==> src/pkg/swc_pkg.sv <==
/*
  Package for the sleep and wake-up controller: register offsets, field
  positions, reset values, timing counts, state encoding and carrier structs.
  Assumes a single 250 MHz clock and an Avalon-MM register master.
*/
`default_nettype none
package swc_pkg;
  // ----------------------------------------------------------------
  // Register map (word byte addresses)
  // ----------------------------------------------------------------
  localparam logic [3:0] SWC_ADDR_STATUS  = 4'h0;
  localparam logic [3:0] SWC_ADDR_IRQCTL  = 4'h4;
  localparam logic [3:0] SWC_ADDR_WDTCTL  = 4'h8;
  localparam logic [3:0] SWC_ADDR_WDTCNT  = 4'hC;

  // Status fields
  localparam int SWC_ST_PD    = 0;
  localparam int SWC_ST_TO    = 1;
  localparam int SWC_ST_SLEEP = 2;
  localparam int SWC_ST_OSC   = 3;
  // Interrupt control fields
  localparam int SWC_IC_GIE   = 7;
  localparam int SWC_IC_EDGE_IRQ_ENABLE  = 4;
  localparam int SWC_IC_PORT_CHANGE_ENABLE  = 3;
  localparam int SWC_IC_CMIE  = 5;
  localparam int SWC_IC_EDGE_IRQ_FLAG  = 1;
  localparam int SWC_IC_PORT_CHANGE_FLAG  = 0;
  localparam int SWC_IC_CMIF  = 6;
  // Watchdog control field
  localparam int SWC_WC_EN    = 0;

  localparam logic [7:0]  SWC_IRQCTL_RST = 8'h00;
  localparam logic [31:0] SWC_RD_UNMAPPED = 32'h0000_0000;

  // ----------------------------------------------------------------
  // Timing
  // ----------------------------------------------------------------
  localparam int SWC_CLK_MHZ       = 250;
  localparam int SWC_OST_NS        = 4096;
  localparam int SWC_OST_CYC       = (SWC_OST_NS * SWC_CLK_MHZ) / 1000;
  localparam int SWC_WDT_W         = 16;
  localparam logic [SWC_WDT_W-1:0] SWC_WDT_LIMIT = 16'hFFFF;
  localparam logic [12:0] SWC_IRQ_VECTOR = 13'h0004;

  // ----------------------------------------------------------------
  // States (one-hot)
  // ----------------------------------------------------------------
  typedef enum logic [4:0] {
    SWC_RUN    = 5'b0_0001,
    SWC_SLEEP  = 5'b0_0010,
    SWC_OST    = 5'b0_0100,
    SWC_RESUME = 5'b0_1000,
    SWC_VECTOR = 5'b1_0000
  } swc_state_t;

  // Wake-up interrupt sources
  typedef struct packed {
    logic edge_irq_pin;
    logic port_hi_change;
    logic cmp_change;
  } swc_src_t;

  // Port drive state
  typedef struct packed {
    logic [7:0] out;
    logic [7:0] oe;
  } swc_port_t;
endpackage
`default_nettype wire

==> src/hdl/swc_core.sv <==
/*
  Sleep and wake-up controller of a small 8-bit core: sleep entry, watchdog,
  status flags, wake-up decision, vectoring and port hold.
  Assumes the sequencer pulses sleep_exec_i and honours the run/stall outputs.
*/
// Chosen here: the address map and the Avalon-MM register port.
`default_nettype none
module swc_core
  import swc_pkg::*;
(
  // Clock and reset
  input  wire logic                clk_i,
  input  wire logic                reset_n_i,
  // Avalon-MM slave
  input  wire logic [3:0]          avs_address_i,
  input  wire logic                avs_read_i,
  input  wire logic                avs_write_i,
  input  wire logic [31:0]         avs_writedata_i,
  output logic      [31:0]         avs_readdata_o,
  output logic                     avs_waitrequest_o,
  // Sequencer
  input  wire logic                sleep_exec_i,
  input  wire logic                clrwdt_i,
  input  wire logic [12:0]         pc_i,
  output logic                     prefetch_o,
  output logic      [12:0]         fetch_addr_o,
  output logic                     core_run_o,
  output logic                     vector_o,
  // Pins and sources
  input  wire logic                master_clear_pin_n_i,
  input  wire logic [7:4]          port_hi_i,
  input  wire swc_pkg::swc_src_t   src_evt_i,
  input  wire swc_pkg::swc_port_t  port_core_i,
  output swc_pkg::swc_port_t       port_pin_o,
  output logic                     osc_drv_en_o,
  output logic                     dev_reset_o,
  output logic                     master_clear_oe_o
);
  import swc_pkg::*;

  // ----------------------------------------------------------------
  // State and registers
  // ----------------------------------------------------------------
  swc_state_t            state_r, state_nxt;
  logic                  pd_r, to_r;
  logic [7:0]            irqctl_r;
  logic                  wdt_en_r;
  logic [SWC_WDT_W-1:0]  wdt_cnt_r;
  logic [15:0]           ost_cnt_r;
  logic [7:4]            port_hi_q_r;
  logic                  wake_wdt_r;
  logic                  ack_r;
  logic                  por_done_r;
  logic [12:0]           resume_pc_r;

  // ----------------------------------------------------------------
  // Decode
  // ----------------------------------------------------------------
  wire in_sleep    = (state_r == SWC_SLEEP);
  wire running     = (state_r == SWC_RUN);
  wire sleep_go    = running && sleep_exec_i;
  wire wdt_expire  = wdt_en_r && (wdt_cnt_r == SWC_WDT_LIMIT);
  wire change_evt  = |(port_hi_i ^ port_hi_q_r);
  wire set_edge_irq_flag    = src_evt_i.edge_irq_pin;
  wire set_port_change_flag    = src_evt_i.port_hi_change || change_evt;
  wire set_cmif    = src_evt_i.cmp_change;
  wire irq_pend    = (irqctl_r[SWC_IC_EDGE_IRQ_ENABLE] && irqctl_r[SWC_IC_EDGE_IRQ_FLAG])
                  || (irqctl_r[SWC_IC_PORT_CHANGE_ENABLE] && irqctl_r[SWC_IC_PORT_CHANGE_FLAG])
                  || (irqctl_r[SWC_IC_CMIE] && irqctl_r[SWC_IC_CMIF]);
  wire wake_irq    = in_sleep && irq_pend;
  wire wake_wdt    = in_sleep && wdt_expire;
  wire wake_any    = wake_irq || wake_wdt;
  wire master_clear_pin_rst    = !master_clear_pin_n_i;
  wire ost_done    = (ost_cnt_r == 16'(SWC_OST_CYC - 1));
  wire global_irq_enable         = irqctl_r[SWC_IC_GIE];

  wire sel_status  = (avs_address_i == SWC_ADDR_STATUS);
  wire sel_irqctl  = (avs_address_i == SWC_ADDR_IRQCTL);
  wire sel_wdtctl  = (avs_address_i == SWC_ADDR_WDTCTL);
  wire sel_wdtcnt  = (avs_address_i == SWC_ADDR_WDTCNT);
  wire req         = (avs_read_i || avs_write_i) && !ack_r;
  // Writes land on the edge where waitrequest is seen low
  wire wr_irqctl   = avs_write_i && ack_r && sel_irqctl;
  wire wr_wdtctl   = avs_write_i && ack_r && sel_wdtctl;

  wire [31:0] rd_mux =
      sel_status ? {28'h000_0000, osc_drv_en_o, in_sleep, to_r, pd_r} :
      sel_irqctl ? {24'h00_0000, irqctl_r} :
      sel_wdtctl ? {31'h0000_0000, wdt_en_r} :
      sel_wdtcnt ? {16'h0000, wdt_cnt_r} : SWC_RD_UNMAPPED;

  // Hardware sets win over software writes of a cleared flag
  wire [7:0] irq_wr  = wr_irqctl ? avs_writedata_i[7:0] : irqctl_r;
  wire [7:0] irq_set = {1'b0, set_cmif, 3'b000, 1'b0, set_edge_irq_flag, set_port_change_flag};
  wire [7:0] irq_nxt = irq_wr | irq_set;

  // ----------------------------------------------------------------
  // Sequencing
  // ----------------------------------------------------------------
  always_comb begin
    state_nxt = state_r;
    case (state_r)
      SWC_RUN:    if (sleep_go) state_nxt = SWC_SLEEP;
      SWC_SLEEP:  if (wake_any) state_nxt = SWC_OST;
      SWC_OST:    if (ost_done) state_nxt = SWC_RESUME;
      SWC_RESUME: state_nxt = (global_irq_enable && !wake_wdt_r) ? SWC_VECTOR : SWC_RUN;
      SWC_VECTOR: state_nxt = SWC_RUN;
      default:    state_nxt = SWC_RUN;
    endcase
  end

  always_ff @(posedge clk_i) begin
    if (!reset_n_i || master_clear_pin_rst) begin
      state_r <= SWC_RUN;
    end else begin
      state_r <= state_nxt;
    end
  end

  // Power-up flag survives master clear; only power-on reset and clrwdt_i while running set it
  always_ff @(posedge clk_i) begin
    if (!reset_n_i) begin
      pd_r       <= 1'b1;
      to_r       <= 1'b1;
      por_done_r <= 1'b0;
    end else begin
      por_done_r <= 1'b1;
      if (sleep_go) begin
        pd_r <= 1'b0;
        to_r <= 1'b1;
      end else if (wake_wdt) begin
        to_r <= 1'b0;
      end else if (running && wdt_expire) begin
        to_r <= 1'b0;
      end else if (clrwdt_i && running) begin
        pd_r <= 1'b1;
        to_r <= 1'b1;
      end
    end
  end

  always_ff @(posedge clk_i) begin
    if (!reset_n_i || master_clear_pin_rst) begin
      irqctl_r <= SWC_IRQCTL_RST;
    end else begin
      irqctl_r <= irq_nxt;
    end
  end

  always_ff @(posedge clk_i) begin
    if (!reset_n_i) begin
      wdt_en_r <= 1'b0;
    end else if (wr_wdtctl) begin
      wdt_en_r <= avs_writedata_i[SWC_WC_EN];
    end
  end

  // Watchdog counts on clk_i, which keeps running in sleep, so it keeps counting in sleep
  always_ff @(posedge clk_i) begin
    if (!reset_n_i || master_clear_pin_rst) begin
      wdt_cnt_r <= '0;
    end else if (sleep_go || wake_any || clrwdt_i || !wdt_en_r || wdt_expire) begin
      wdt_cnt_r <= '0;
    end else begin
      wdt_cnt_r <= wdt_cnt_r + 1'b1;
    end
  end

  always_ff @(posedge clk_i) begin
    if (!reset_n_i || !(state_r == SWC_OST)) begin
      ost_cnt_r <= '0;
    end else begin
      ost_cnt_r <= ost_cnt_r + 16'h0001;
    end
  end

  always_ff @(posedge clk_i) begin
    if (!reset_n_i) begin
      port_hi_q_r <= '0;
      wake_wdt_r  <= 1'b0;
      resume_pc_r <= '0;
    end else begin
      port_hi_q_r <= port_hi_i;
      if (wake_any) begin
        wake_wdt_r <= wake_wdt && !wake_irq;
      end
      if (sleep_go) begin
        resume_pc_r <= pc_i + 13'h0001;
      end
    end
  end

  // ----------------------------------------------------------------
  // Outputs
  // ----------------------------------------------------------------
  always_ff @(posedge clk_i) begin
    if (!reset_n_i) begin
      osc_drv_en_o      <= 1'b1;
      core_run_o        <= 1'b0;
      prefetch_o        <= 1'b0;
      fetch_addr_o      <= '0;
      vector_o          <= 1'b0;
      dev_reset_o       <= 1'b1;
      master_clear_oe_o <= 1'b0;
      port_pin_o        <= '0;
      avs_readdata_o    <= '0;
      avs_waitrequest_o <= 1'b1;
      ack_r             <= 1'b0;
    end else begin
      osc_drv_en_o      <= !(state_nxt == SWC_SLEEP) || master_clear_pin_rst;
      core_run_o        <= (state_nxt == SWC_RUN) && !master_clear_pin_rst;
      prefetch_o        <= sleep_go;
      fetch_addr_o      <= (state_nxt == SWC_VECTOR) ? SWC_IRQ_VECTOR :
                           (sleep_go ? pc_i + 13'h0001 : resume_pc_r);
      vector_o          <= (state_nxt == SWC_VECTOR);
      dev_reset_o       <= master_clear_pin_rst || !por_done_r || (running && wdt_expire);
      master_clear_oe_o <= 1'b0;
      if (!(state_nxt == SWC_SLEEP) || master_clear_pin_rst) begin
        port_pin_o <= port_core_i;
      end
      ack_r             <= req;
      avs_waitrequest_o <= !req;
      if (req) begin
        avs_readdata_o <= rd_mux;
      end
    end
  end
endmodule
`default_nettype wire

==> config.mk <==
export PLATFORM = sky130hd
export DESIGN_NAME = swc_core
export DESIGN_NICKNAME = d
export VERILOG_FILES = /design/src/pkg/swc_pkg.sv /design/src/hdl/swc_core.sv
export SDC_FILE = /design/constraint.sdc
export NUM_CORES = 1
export LEC_CHECK = 0
export ABC_AREA = 1
export BUFFER_PORTS_ARGS = -buffer_cell sky130_fd_sc_hd__buf_2
export CAP_MARGIN = 20
export CELL_PAD_IN_SITES_DETAIL_PLACEMENT = 0
export CELL_PAD_IN_SITES_GLOBAL_PLACEMENT = 2
export CORE_MARGIN = 5
export CORE_UTILIZATION = 31
export DETAILED_ROUTE_END_ITERATION = 8
export GPL_ROUTABILITY_DRIVEN = 0
export PLACE_DENSITY = 0.95
export SLEW_MARGIN = 10
export SYNTH_ARGS = -nofsm -noshare
export SYNTH_HDL_FRONTEND = slang
export SYNTH_SLANG_ARGS = --single-unit
==> constraint.sdc <==
create_clock -name clk_i -period 5.47 [get_ports clk_i]
set_clock_uncertainty 0.2 [all_clocks]
set_input_delay 0.2735 -clock clk_i [delete_from_list [all_inputs] [get_ports clk_i]]
set_output_delay 0.2735 -clock clk_i [all_outputs]
set_load 0.05 [all_outputs]
# Word-level counts from Yosys, hierarchy flattened

Index checks and enable logic that the tools add are counted.

Flip-flop bits (word level): 135
Input bits: 79
Output and inout bits: 68

Add/sub/neg operators: 3
Equality and inequality tests: 14
Mux-type cells: 19
Bitwise logic cells: 3
Reductions and logical operators: 48

Operators with widths:

| kind                                            | count |
|---|---|
| two-way mux 16 bit                              | 4 |
| adder 16 x 1 -> 16 bit, second input constant   | 2 |
| two-way mux 5 bit                               | 4 |
| one-hot mux 5 bit (4 select lines)              | 1 |
| == test 16 x 10 -> 1 bit, second input constant | 1 |
| == test 16 bit, second input constant           | 1 |
| logical AND 1 bit                               | 16 |
| logical OR 1 bit                                | 14 |
| adder 13 x 1 -> 13 bit, second input constant   | 1 |
| two-way mux 13 bit                              | 1 |
| == test 5 x 1 -> 1 bit, second input constant   | 2 |
| == test 5 x 2 -> 1 bit, second input constant   | 2 |
| zero test 1 bit                                 | 10 |
| == test 4 bit, second input constant            | 2 |
| two-way mux 8 bit                               | 1 |
| bitwise OR 8 x 7 -> 8 bit                       | 1 |
| two-way mux 1 bit                               | 7 |
| OR reduction 2 bit                              | 3 |
| == test 5 x 3 -> 1 bit, second input constant   | 1 |
| == test 5 x 4 -> 1 bit, second input constant   | 1 |
| == test 5 bit, second input constant            | 1 |
| == test 4 x 3 -> 1 bit, second input constant   | 1 |
| zero test 4 bit                                 | 1 |
| != test 2 bit, second input constant            | 2 |
| 7 further kinds                                 | 7 |

# Logic depth before layout (Yosys ltp)

Gate-level depths: netlist (run 1).

Word-level depth: 10
Depth in mapped cells: 11
Mapped depth without buffers: 10

# Worst setup path before layout (run 1)

No wires, ideal clock.

Path type: register to register
Start: reg wdt_cnt_r[0]
End: reg port_pin_o[4] (netlist bit)
Setup time: 0.115 ns
Arrival time: 1.444 ns
Slack: 3.711 ns
Cell stages (with the launch flop): 10
Path through: dfxtp_1 > ha_1 > nand2_2 > nor3_4 > nand2_2 > nand3_2 > nand2_4 > buf_6 > a21oi_1 > nor2_1

Longest elaborated chain between the ends: 9

RTL lines:

| element                            | line            | RTL |
|---|---|---|
| from (decl)                        | swc_core.sv:48  | `logic [SWC_WDT_W-1:0] wdt_cnt_r;` |
| from (signal assigned)             | swc_core.sv:165 | `wdt_cnt_r <= wdt_cnt_r + 1'b1;` |
| == test 16 bit                     | swc_core.sv:62  | `wire wdt_expire = wdt_en_r && (wdt_cnt_r == SWC_WDT_LIMIT);` |
| logical AND 1 bit                  | swc_core.sv:62  |  |
| logical AND 1 bit                  | swc_core.sv:71  | `wire wake_wdt = in_sleep && wdt_expire;` |
| logical OR 1 bit                   | swc_core.sv:72  | `wire wake_any = wake_irq \|\| wake_wdt;` |
| two-way mux 5 bit                  | swc_core.sv:104 | `SWC_SLEEP: if (wake_any) state_nxt = SWC_OST;` |
| one-hot mux 5 bit (4 select lines) | swc_core.sv:102 | `case (state_r)` |
| == test 5 x 2 -> 1 bit             | swc_core.sv:218 | `if (!(state_nxt == SWC_SLEEP) \|\| master_clear_pin_rst) begin` |
| zero test 1 bit                    | swc_core.sv:218 |  |
| logical OR 1 bit                   | swc_core.sv:218 |  |
| to (signal assigned)               | swc_core.sv:219 | `port_pin_o <= port_core_i;` |
| to (decl)                          | swc_core.sv:34  | `output swc_pkg::swc_port_t port_pin_o,` |

Every way passes these cells.
A chain may end at the register's enable or synchronous reset.

# Worst setup path after layout (run 1)

Start: reg state_r[3]
End: reg port_pin_o[15] (netlist bit)

Longest elaborated chain between the ends: 8

RTL lines:

| element                                     | line                            | RTL |
|---|---|---|
| from (decl)                                 | swc_core.sv:44                  | `swc_state_t state_r, state_nxt;` |
| from (signal assigned)                      | swc_core.sv:116                 | `state_r <= state_nxt;` |
| == test 5 x 2 -> 1 bit                      | swc_core.sv:59, swc_core.sv:102 |  |
| logical AND 1 bit, on equally long branches | swc_core.sv:70, swc_core.sv:71  |  |
| logical OR 1 bit                            | swc_core.sv:72                  |  |
| two-way mux 5 bit                           | swc_core.sv:104                 |  |
| one-hot mux 5 bit (4 select lines) *        | swc_core.sv:102                 |  |
| == test 5 x 2 -> 1 bit *                    | swc_core.sv:218                 |  |
| zero test 1 bit *                           | swc_core.sv:218                 |  |
| logical OR 1 bit *                          | swc_core.sv:218                 |  |

Mark *: on every way between the ends. The rest lies on a longest branch, timed or not.

==> results of run 1 <==
## placed cells by master (no fill, tap or decap), drive strengths merged
cell type | Yosys | final
dlygate4sd3 | 0 | 31
bufinv | 0 | 1
nor4 | 3 | 3
a31oi | 3 | 3
o21ai | 45 | 45
clkbuf | 2 | 25
a21oi | 35 | 35
dfxtp | 119 | 119
conb | 1 | 17
inv | 92 | 92
or2 | 9 | 9
o221ai | 2 | 2
ha | 3 | 3
mux2i | 1 | 1
xor2 | 10 | 10
xnor2 | 6 | 6
clkinv | 0 | 3
nand3 | 58 | 58
nor3 | 17 | 17
o22ai | 4 | 4
buf | 33 | 106
nor2 | 106 | 106
nand2 | 130 | 130
nor3b | 1 | 1
nand4 | 7 | 7
o211ai | 3 | 3
## per-layer routing
metal | GRT usage | vias up | wire [um]
met5 | 0 | - | 13
met3 | 0.0390 | 31 | 609
met4 | 0.0566 | 2 | 283
met2 | 0.210 | 101 | 5700
met1 | 0.165 | 2000 | 5880
li1 | - | 2433 | -
## layout make-up
class / instances / area [um2]
inverter: 92 / 345
clock inverter: 4 / 45.0
sequential: 119 / 2380
timing repair buffer: 137 / 843
multi-input combinational: 460 / 2250
fill: 1739 / 9830
tap: 220 / 275
clock buffer: 25 / 495
## cells by family after synthesis
group | after synthesis
flip-flops | 119
adder cells (fa/ha/maj) | 3
AND/OR/NAND/NOR | 331
other | 1
buffers and inverters | 127
multiplexers | 1
AO/OA/AOI/OAI | 92
XOR/XNOR | 16
## critical path, delay by kind of cell, from the launching register on
family | cells | cell delay [ps]
buffers and inverters | 2 | 290
AND/OR/NAND/NOR | 8 | 1690
flip-flops | 1 | 310
## metrics by stage
| stage | hold WS, ps | util | instance area (um2) | setup WS [ps] | std cells |
|---|---|---|---|---|---|
| floorplan | 101 | - | 5210 | 3710 | 706 |
| global placement | 231 | 0.351 | 5790 | 2720 | 997 |
| detailed placement | 234 | 0.351 | 5790 | 2690 | 997 |
| CTS | 5.38 | 0.403 | 6640 | 2790 | 1057 |
| global route | 46.9 | 0.403 | 6640 | 2550 | 1057 |
| finish | 22.4 | 0.403 | 6640 | 2850 | 1057 |
## worst max path at each step
stage / from / end / slack, ps / cells after the start
2_1_floorplan: wdt_cnt_r[0] / port_pin_o[4] / 3710 / 9
3_3_place_gp: reset_n_i / avs_readdata_o[10] / 2720 / 5
3_5_place_dp: reset_n_i / avs_readdata_o[15] / 2690 / 5
4_1_cts: state_r[3] / port_pin_o[7] / 2790 / 10
5_1_grt: state_r[2] / port_pin_o[15] / 2550 / 10
6_report: state_r[3] / port_pin_o[15] / 2850 / 10
## registers in the layout (all words and copies together), names as in the netlist, 4 cells and up
| register | count |
|---|---|
| avs_readdata_o | 16 |
| ost_cnt_r | 16 |
| port_pin_o | 16 |
| wdt_cnt_r | 16 |
| fetch_addr_o | 13 |
| resume_pc_r | 13 |
| irqctl_r | 8 |
| state_r | 5 |
| port_hi_q_r | 4 |
## timing repair
item	4_1_cts	5_1_grt
hold endpoints to repair	33	0
setup endpoints to repair	0	0
hold buffers	31	0
## where the power goes
part           total [mW]  internal (mW)  switching [mW]
logic               0.268         0.0756           0.193
registers           0.914          0.903          0.0113
clock network        1.03          0.662           0.363
## cell usage after synthesis, drive strengths merged
cell type,count
o221ai,2
or2,9
nand3,58
ha,3
buf,33
nor3,17
xor2,10
conb,1
mux2i,1
a21oi,35
nor2,106
xnor2,6
nand4,7
o211ai,3
nand2,130
o21ai,45
nor4,3
clkbuf,2
inv,92
o22ai,4
nor3b,1
dfxtp,119
a31oi,3
==> reports/qor.csv, run 1 <==
stage;metric;value;unit
run_status;status;complete, no violations;
setup_path;crit_path_end_kind;register;
global_route;grt_max_degree;34;
floorplanning;design.core.area;0.0165;mm2
clock_tree;root_buffer;clkbuf_16;
setup_path;regToRegStartpoint;state_r[3];
clock_tree;cts_resized;0;
clock_tree;clkTransAtPathRegs;50;ps
timing;rsz0062_at_grt;no;
worst_hold_path;worstHoldStart;avs_address_i[0];
finish;nets;909;
setup_path;crit_path_cell_trace;inv_2, nand2_1, nor2_1, nand3_2, nor2_2, inv_2, nand2_4, nand3_1, nand2_1, nor2_1;
timing;finalSetupViolations;0;
synth;avgSynthCellArea;7.47;um2
setup_path;cp_slowest_cell;nor2_2;
placed_design;dpl.hpwl;9020;um
setup_path;start_kind;register;
synth;syn_inst;690;
synth;synth_warnings;0;
finish;antenna_cells;0;
floorplanning;die_w;139;um
synth;synth_xor_area_frac;0.0272;
power_and_ir_drop;leakagePower;2.93;nW
floorplanning;die_area;0.0193;mm2
clock_tree;clk-insertion-delay-late;410;ps
setup_path;rrSetupSlack;2850;ps
detailed_routing;firstDrtPassIters;4;
synth;yosysTopAreaCell;dfxtp_1;
detailed_routing;finalWirelength;12500;um
synth;synth_compound_area_frac;0.0940;
finish;area_delta_synth_final;28.8;%
floorplanning;pin_count;147;
detailed_routing;wire_per_inst;11.8;um
job;maxCapViolations;0;
setup_path;r2r_cells;10;
setup_path;slowest_delay;700;ps
synth;synth_seq_area_share;0.462;
synth;synth_top_area_share;0.462;
worst_hold_path;min_to;wdt_en_r;
floorplanning;fp.dieH;139;um
clock_tree;cts_tree;done;
detailed_routing;drc_errors;0;
timing;min_period_over_period;0.479;
synth;yosys.area_share.simple;0.294;
detailed_routing;route.vias.total;4567;
setup_path;critPathKind;register to register;
timing;hold_violations;0;
setup_path;cp_max_fo;33;
global_route;grt.overflow.total;0;
global_route;grt_antenna_before_repair;1;
global_route;grt_pass1_wl;20800;um
clock_tree;clkSinkCount;119;
finish;drive_gt1_frac;0.203;
clock_tree;clock_path_buffers;2;
global_route;grt_usage;0.131;
power_and_ir_drop;power.total;2.21;mW
detailed_routing;ant_nets;0;
worst_hold_path;hp-class;input pin to register;
clock_tree;numCtsBuffers;17;
power_and_ir_drop;cellPowerDensity;333;mW/mm2
clock_tree;post_cts_buffers;0;
synth;synth_seq_cells;119;
timing;fin_crit;2620;ps
synth;synth_cell_types;37;
setup_path;r2r-end;port_pin_o[15];
global_route;first_global_vias;4340;
worst_hold_path;worstHoldPathCells;4;
floorplanning;initial_core_util;0.313;
clock_tree;htreeDepth;4;
timing;slew_headroom;0.411;
timing;timing.fmax;382;MHz
timing;worstMarginPinSlew;883;ps
power_and_ir_drop;ir_drop;0.000218;V
synth;synth.area.top_cells;dfxtp_1 (46%), nand2_1 (9.3%), nor2_1 (7.4%);
synth;synthAdderAreaFrac;0.00729;
detailed_routing;drt_iter0_drc;160;
setup_path;crit_required;5570;ps
floorplanning;rows;47;
timing;drv_slew;0;
placed_design;io_buffers;105;
detailed_routing;avgViaCountPerCell;4.32;
setup_path;arrival;2710;ps
synth;syn-cell-area;0.00515;mm2
timing;fin_setup_tns;0;ps
synth;synthMuxAreaShare;0.00194;
synth;synth_top_family_by_area;simple AND/OR/NAND/NOR gates;
No activity file was read; power rests on OpenSTA's default activity.
==> run 2: changes to the inputs <==
--- a/config.mk
+++ b/config.mk
@@ -5,16 +5,16 @@
 export SDC_FILE = /design/constraint.sdc
 export NUM_CORES = 1
 export LEC_CHECK = 0
-export ABC_AREA = 1
+export ABC_AREA = 0
 export BUFFER_PORTS_ARGS = -buffer_cell sky130_fd_sc_hd__buf_2
 export CAP_MARGIN = 20
 export CELL_PAD_IN_SITES_DETAIL_PLACEMENT = 0
 export CELL_PAD_IN_SITES_GLOBAL_PLACEMENT = 2
 export CORE_MARGIN = 5
-export CORE_UTILIZATION = 31
+export CORE_UTILIZATION = 30
 export DETAILED_ROUTE_END_ITERATION = 8
 export GPL_ROUTABILITY_DRIVEN = 0
-export PLACE_DENSITY = 0.95
+export PLACE_DENSITY = 0.89
 export SLEW_MARGIN = 10
 export SYNTH_ARGS = -nofsm -noshare
 export SYNTH_HDL_FRONTEND = slang
==> constraint.sdc (replaced) <==
create_clock -name clk_i -period 2.5 [get_ports clk_i]
set_clock_uncertainty 0.2 [all_clocks]
set_input_delay 0.125 -clock clk_i [delete_from_list [all_inputs] [get_ports clk_i]]
set_output_delay 0.125 -clock clk_i [all_outputs]
set_load 0.05 [all_outputs]
==> run 2 against run 1 <==
Net effect:
- sequential power up 120%
- critical path depth is 3 lower
- synthesized area down 5.3%
- wire length is 5.0% lower
- critical path type unchanged
==> reports/qor.csv, run 2 <==
stage;metric;value;unit
clock_tree;htreeDepth;4;
floorplanning;fp.dieH;138;um
power_and_ir_drop;leakagePower;2.81;nW
timing;worstMarginPinSlew;563;ps
setup_path;rrSetupSlack;140;ps
synth;synth_seq_area_share;0.488;
detailed_routing;top_layer;met4;
timing;fin_setup_tns;0;ps
run_status;status;complete, no violations;
global_route;grt_max_degree;51;
timing;fin_ws;144;ps
synth;synth.area.top_cells;dfxtp_1 (49%), mux2i_1 (6.0%), nand2_1 (5.5%);
synth;synth_edf_count;0;
timing;finalSetupViolations;0;
synth;avgSynthCellArea;9.19;um2
power_and_ir_drop;ir_drop;0.000437;V
floorplanning;initial_core_util;0.306;
clock_tree;cts_tree;done;
global_route;grt_usage;0.130;
synth;synth_seq_cells;119;
floorplanning;pin_count;147;
clock_tree;clk-insertion-delay-late;410;ps
global_route;grt_pass1_wl;19500;um
timing;timing.fmax;425;MHz
timing;drv_slew;0;
power_and_ir_drop;power.total;5.12;mW
timing;hold_violations;0;
setup_path;crit_required;2590;ps
timing;min_period_over_period;0.942;
placed_design;io_buffers;105;
detailed_routing;finalWirelength;11900;um
worst_hold_path;hp-class;input pin to register;
clock_tree;numCtsBuffers;17;
synth;synth_top_area_share;0.488;
synth;syn_inst;531;
floorplanning;design.core.area;0.0159;mm2
setup_path;critPathKind;register to register;
finish;nets;780;
detailed_routing;wirelength_met1;5390;um
detailed_routing;wl_met3;578;um
finish;multi_input_area;0.00224;mm2
synth;yosysMostFrequentCell;dfxtp_1;
setup_path;arrival;2450;ps
detailed_routing;wl_met2;5650;um
synth;synth_warnings;0;
finish;layout_commonest_cell;dfxtp_1;
synth;netlist_top_cells_count;dfxtp_1 (119), nand2_1 (72), nor2_1 (67);
timing;whs;25.4;ps
global_route;grt_antenna_before_repair;1;
detailed_routing;ant_nets;0;
floorplanning;die_area;0.0189;mm2
finish;fill_cells;1603;
setup_path;crit_path_end_kind;register;
finish;area_delta_synth_final;38.4;%
floorplanning;die_w;138;um
detailed_routing;drt_iter0_drc;196;
timing;slew_headroom;0.625;
job;maxCapViolations;0;
synth;async_flop_share;0;
clock_tree;clkTransAtPathRegs;50;ps
synth;synth_cell_types;49;
synth;yosysTopAreaCell;dfxtp_1;
finish;final_cell_mix;dfxtp_1 (119), buf_2 (105), nand2_1 (72), nor2_1 (67), dlygate4sd3_1 (54);
detailed_routing;drc_errors;0;
clock_tree;clkSinkCount;119;
detailed_routing;firstDrtPassIters;4;
detailed_routing;wire_per_inst;12.8;um
finish;regArea;0.00238;mm2
global_route;grt.overflow.total;0;
placed_design;dpl.hpwl;8580;um
clock_tree;clock_path_buffers;2;
synth;synth-main-ff-cell;dfxtp_1;
setup_path;cp_max_fo;16;
floorplanning;rows;46;
clock_tree;root_buffer;clkbuf_16;
detailed_routing;avgViaCountPerCell;4.41;
finish;drive_gt1_frac;0.225;
timing;fin_crit;2360;ps
detailed_routing;route.vias.total;4097;
finish;fin_util;0.424;
timing;rsz0062_at_grt;no;
power_and_ir_drop;cellPowerDensity;758;mW/mm2
global_route;first_global_vias;4088;
placed_design;place_ws;165;ps
setup_path;start_kind;register;
synth;syn-cell-area;0.00488;mm2
-- run 2: cell count changes after synthesis, sizes merged, moves of 29 or more --
cell	change
o21ai	-29
nor2	-39
inv	-77
nand3	-35
nand2	-58
-- run 2: final timing paths --
path / end / cells after the start / start
hold / removal: resume_pc_r[7] / 4 / pc_i[7]
setup / recovery: port_pin_o[14] / 7 / wdt_cnt_r[4]
hold reg to reg: dev_reset_o / 1 / por_done_r
setup reg to reg: port_pin_o[14] / 7 / wdt_cnt_r[4]
-- run 2: per-stage QoR --
stage          instances  instance area (um2)
2_1_floorplan        547                 4940
3_3_place_gp         841                 5580
3_5_place_dp         841                 5580
4_1_cts              927                 6750
5_1_grt              928                 6750
6_report             928                 6750
-- run 2: cell families (layout without fill, tap and decap cells) --
family / Yosys count / count (layout) / share of synthesized area
buffers and inverters: 53 / 217 / 0.0667
multiplexers: 30 / 30 / 0.0641
AND/OR/NAND/NOR: 232 / 232 / 0.225
other: 1 / 18 / 0.000769
AO/OA/AOI/OAI: 50 / 50 / 0.0703
flip-flops: 119 / 119 / 0.488
XOR/XNOR: 43 / 43 / 0.0772
adder cells (fa/ha/maj): 3 / 3 / 0.00770
-- run 2: final cells by class --
type	instances	share of cell area
antenna	1	0.000371
clock buffer	17	0.0630
clock inverter	15	0.0300
inverter	15	0.00834
multi-input combinational	375	0.332
sequential	119	0.353
tap	216	0.0400
timing repair buffer	170	0.174
-- run 2: power by group --
group	internal (mW)	switching [mW]	leakage (nW)
Sequential	1.97	0.0272	0.972
Clock	1.67	0.886	0.304
Combinational	0.197	0.371	1.53
-- run 2: repair_timing --
| action | 4_1_cts | 5_1_grt |
|---|---|---|
| hold buffers | 54 | 0 |
| buffers inserted | 0 | 0 |
| endpoints found under the hold margin | 76 | 0 |
| endpoints found under the setup margin | 0 | 1 |
| resized for setup | 0 | 1 |
-- run 2: worst max-delay path: stages, from the launching register on --
cell      delay [ps]
dfxtp_1          410
and4_4           290
nand4_4          100
or3_1            460
a311oi_2         360
nor3b_2          110
buf_12           170
mux2i_1          120
-- run 2: layer usage --
layer | vias to the layer above | track usage
li1 | 2097 | -
met1 | 1892 | 0.160
met2 | 91 | 0.213
met3 | 17 | 0.0354
met4 | 0 | 0.0593
met5 | - | 0
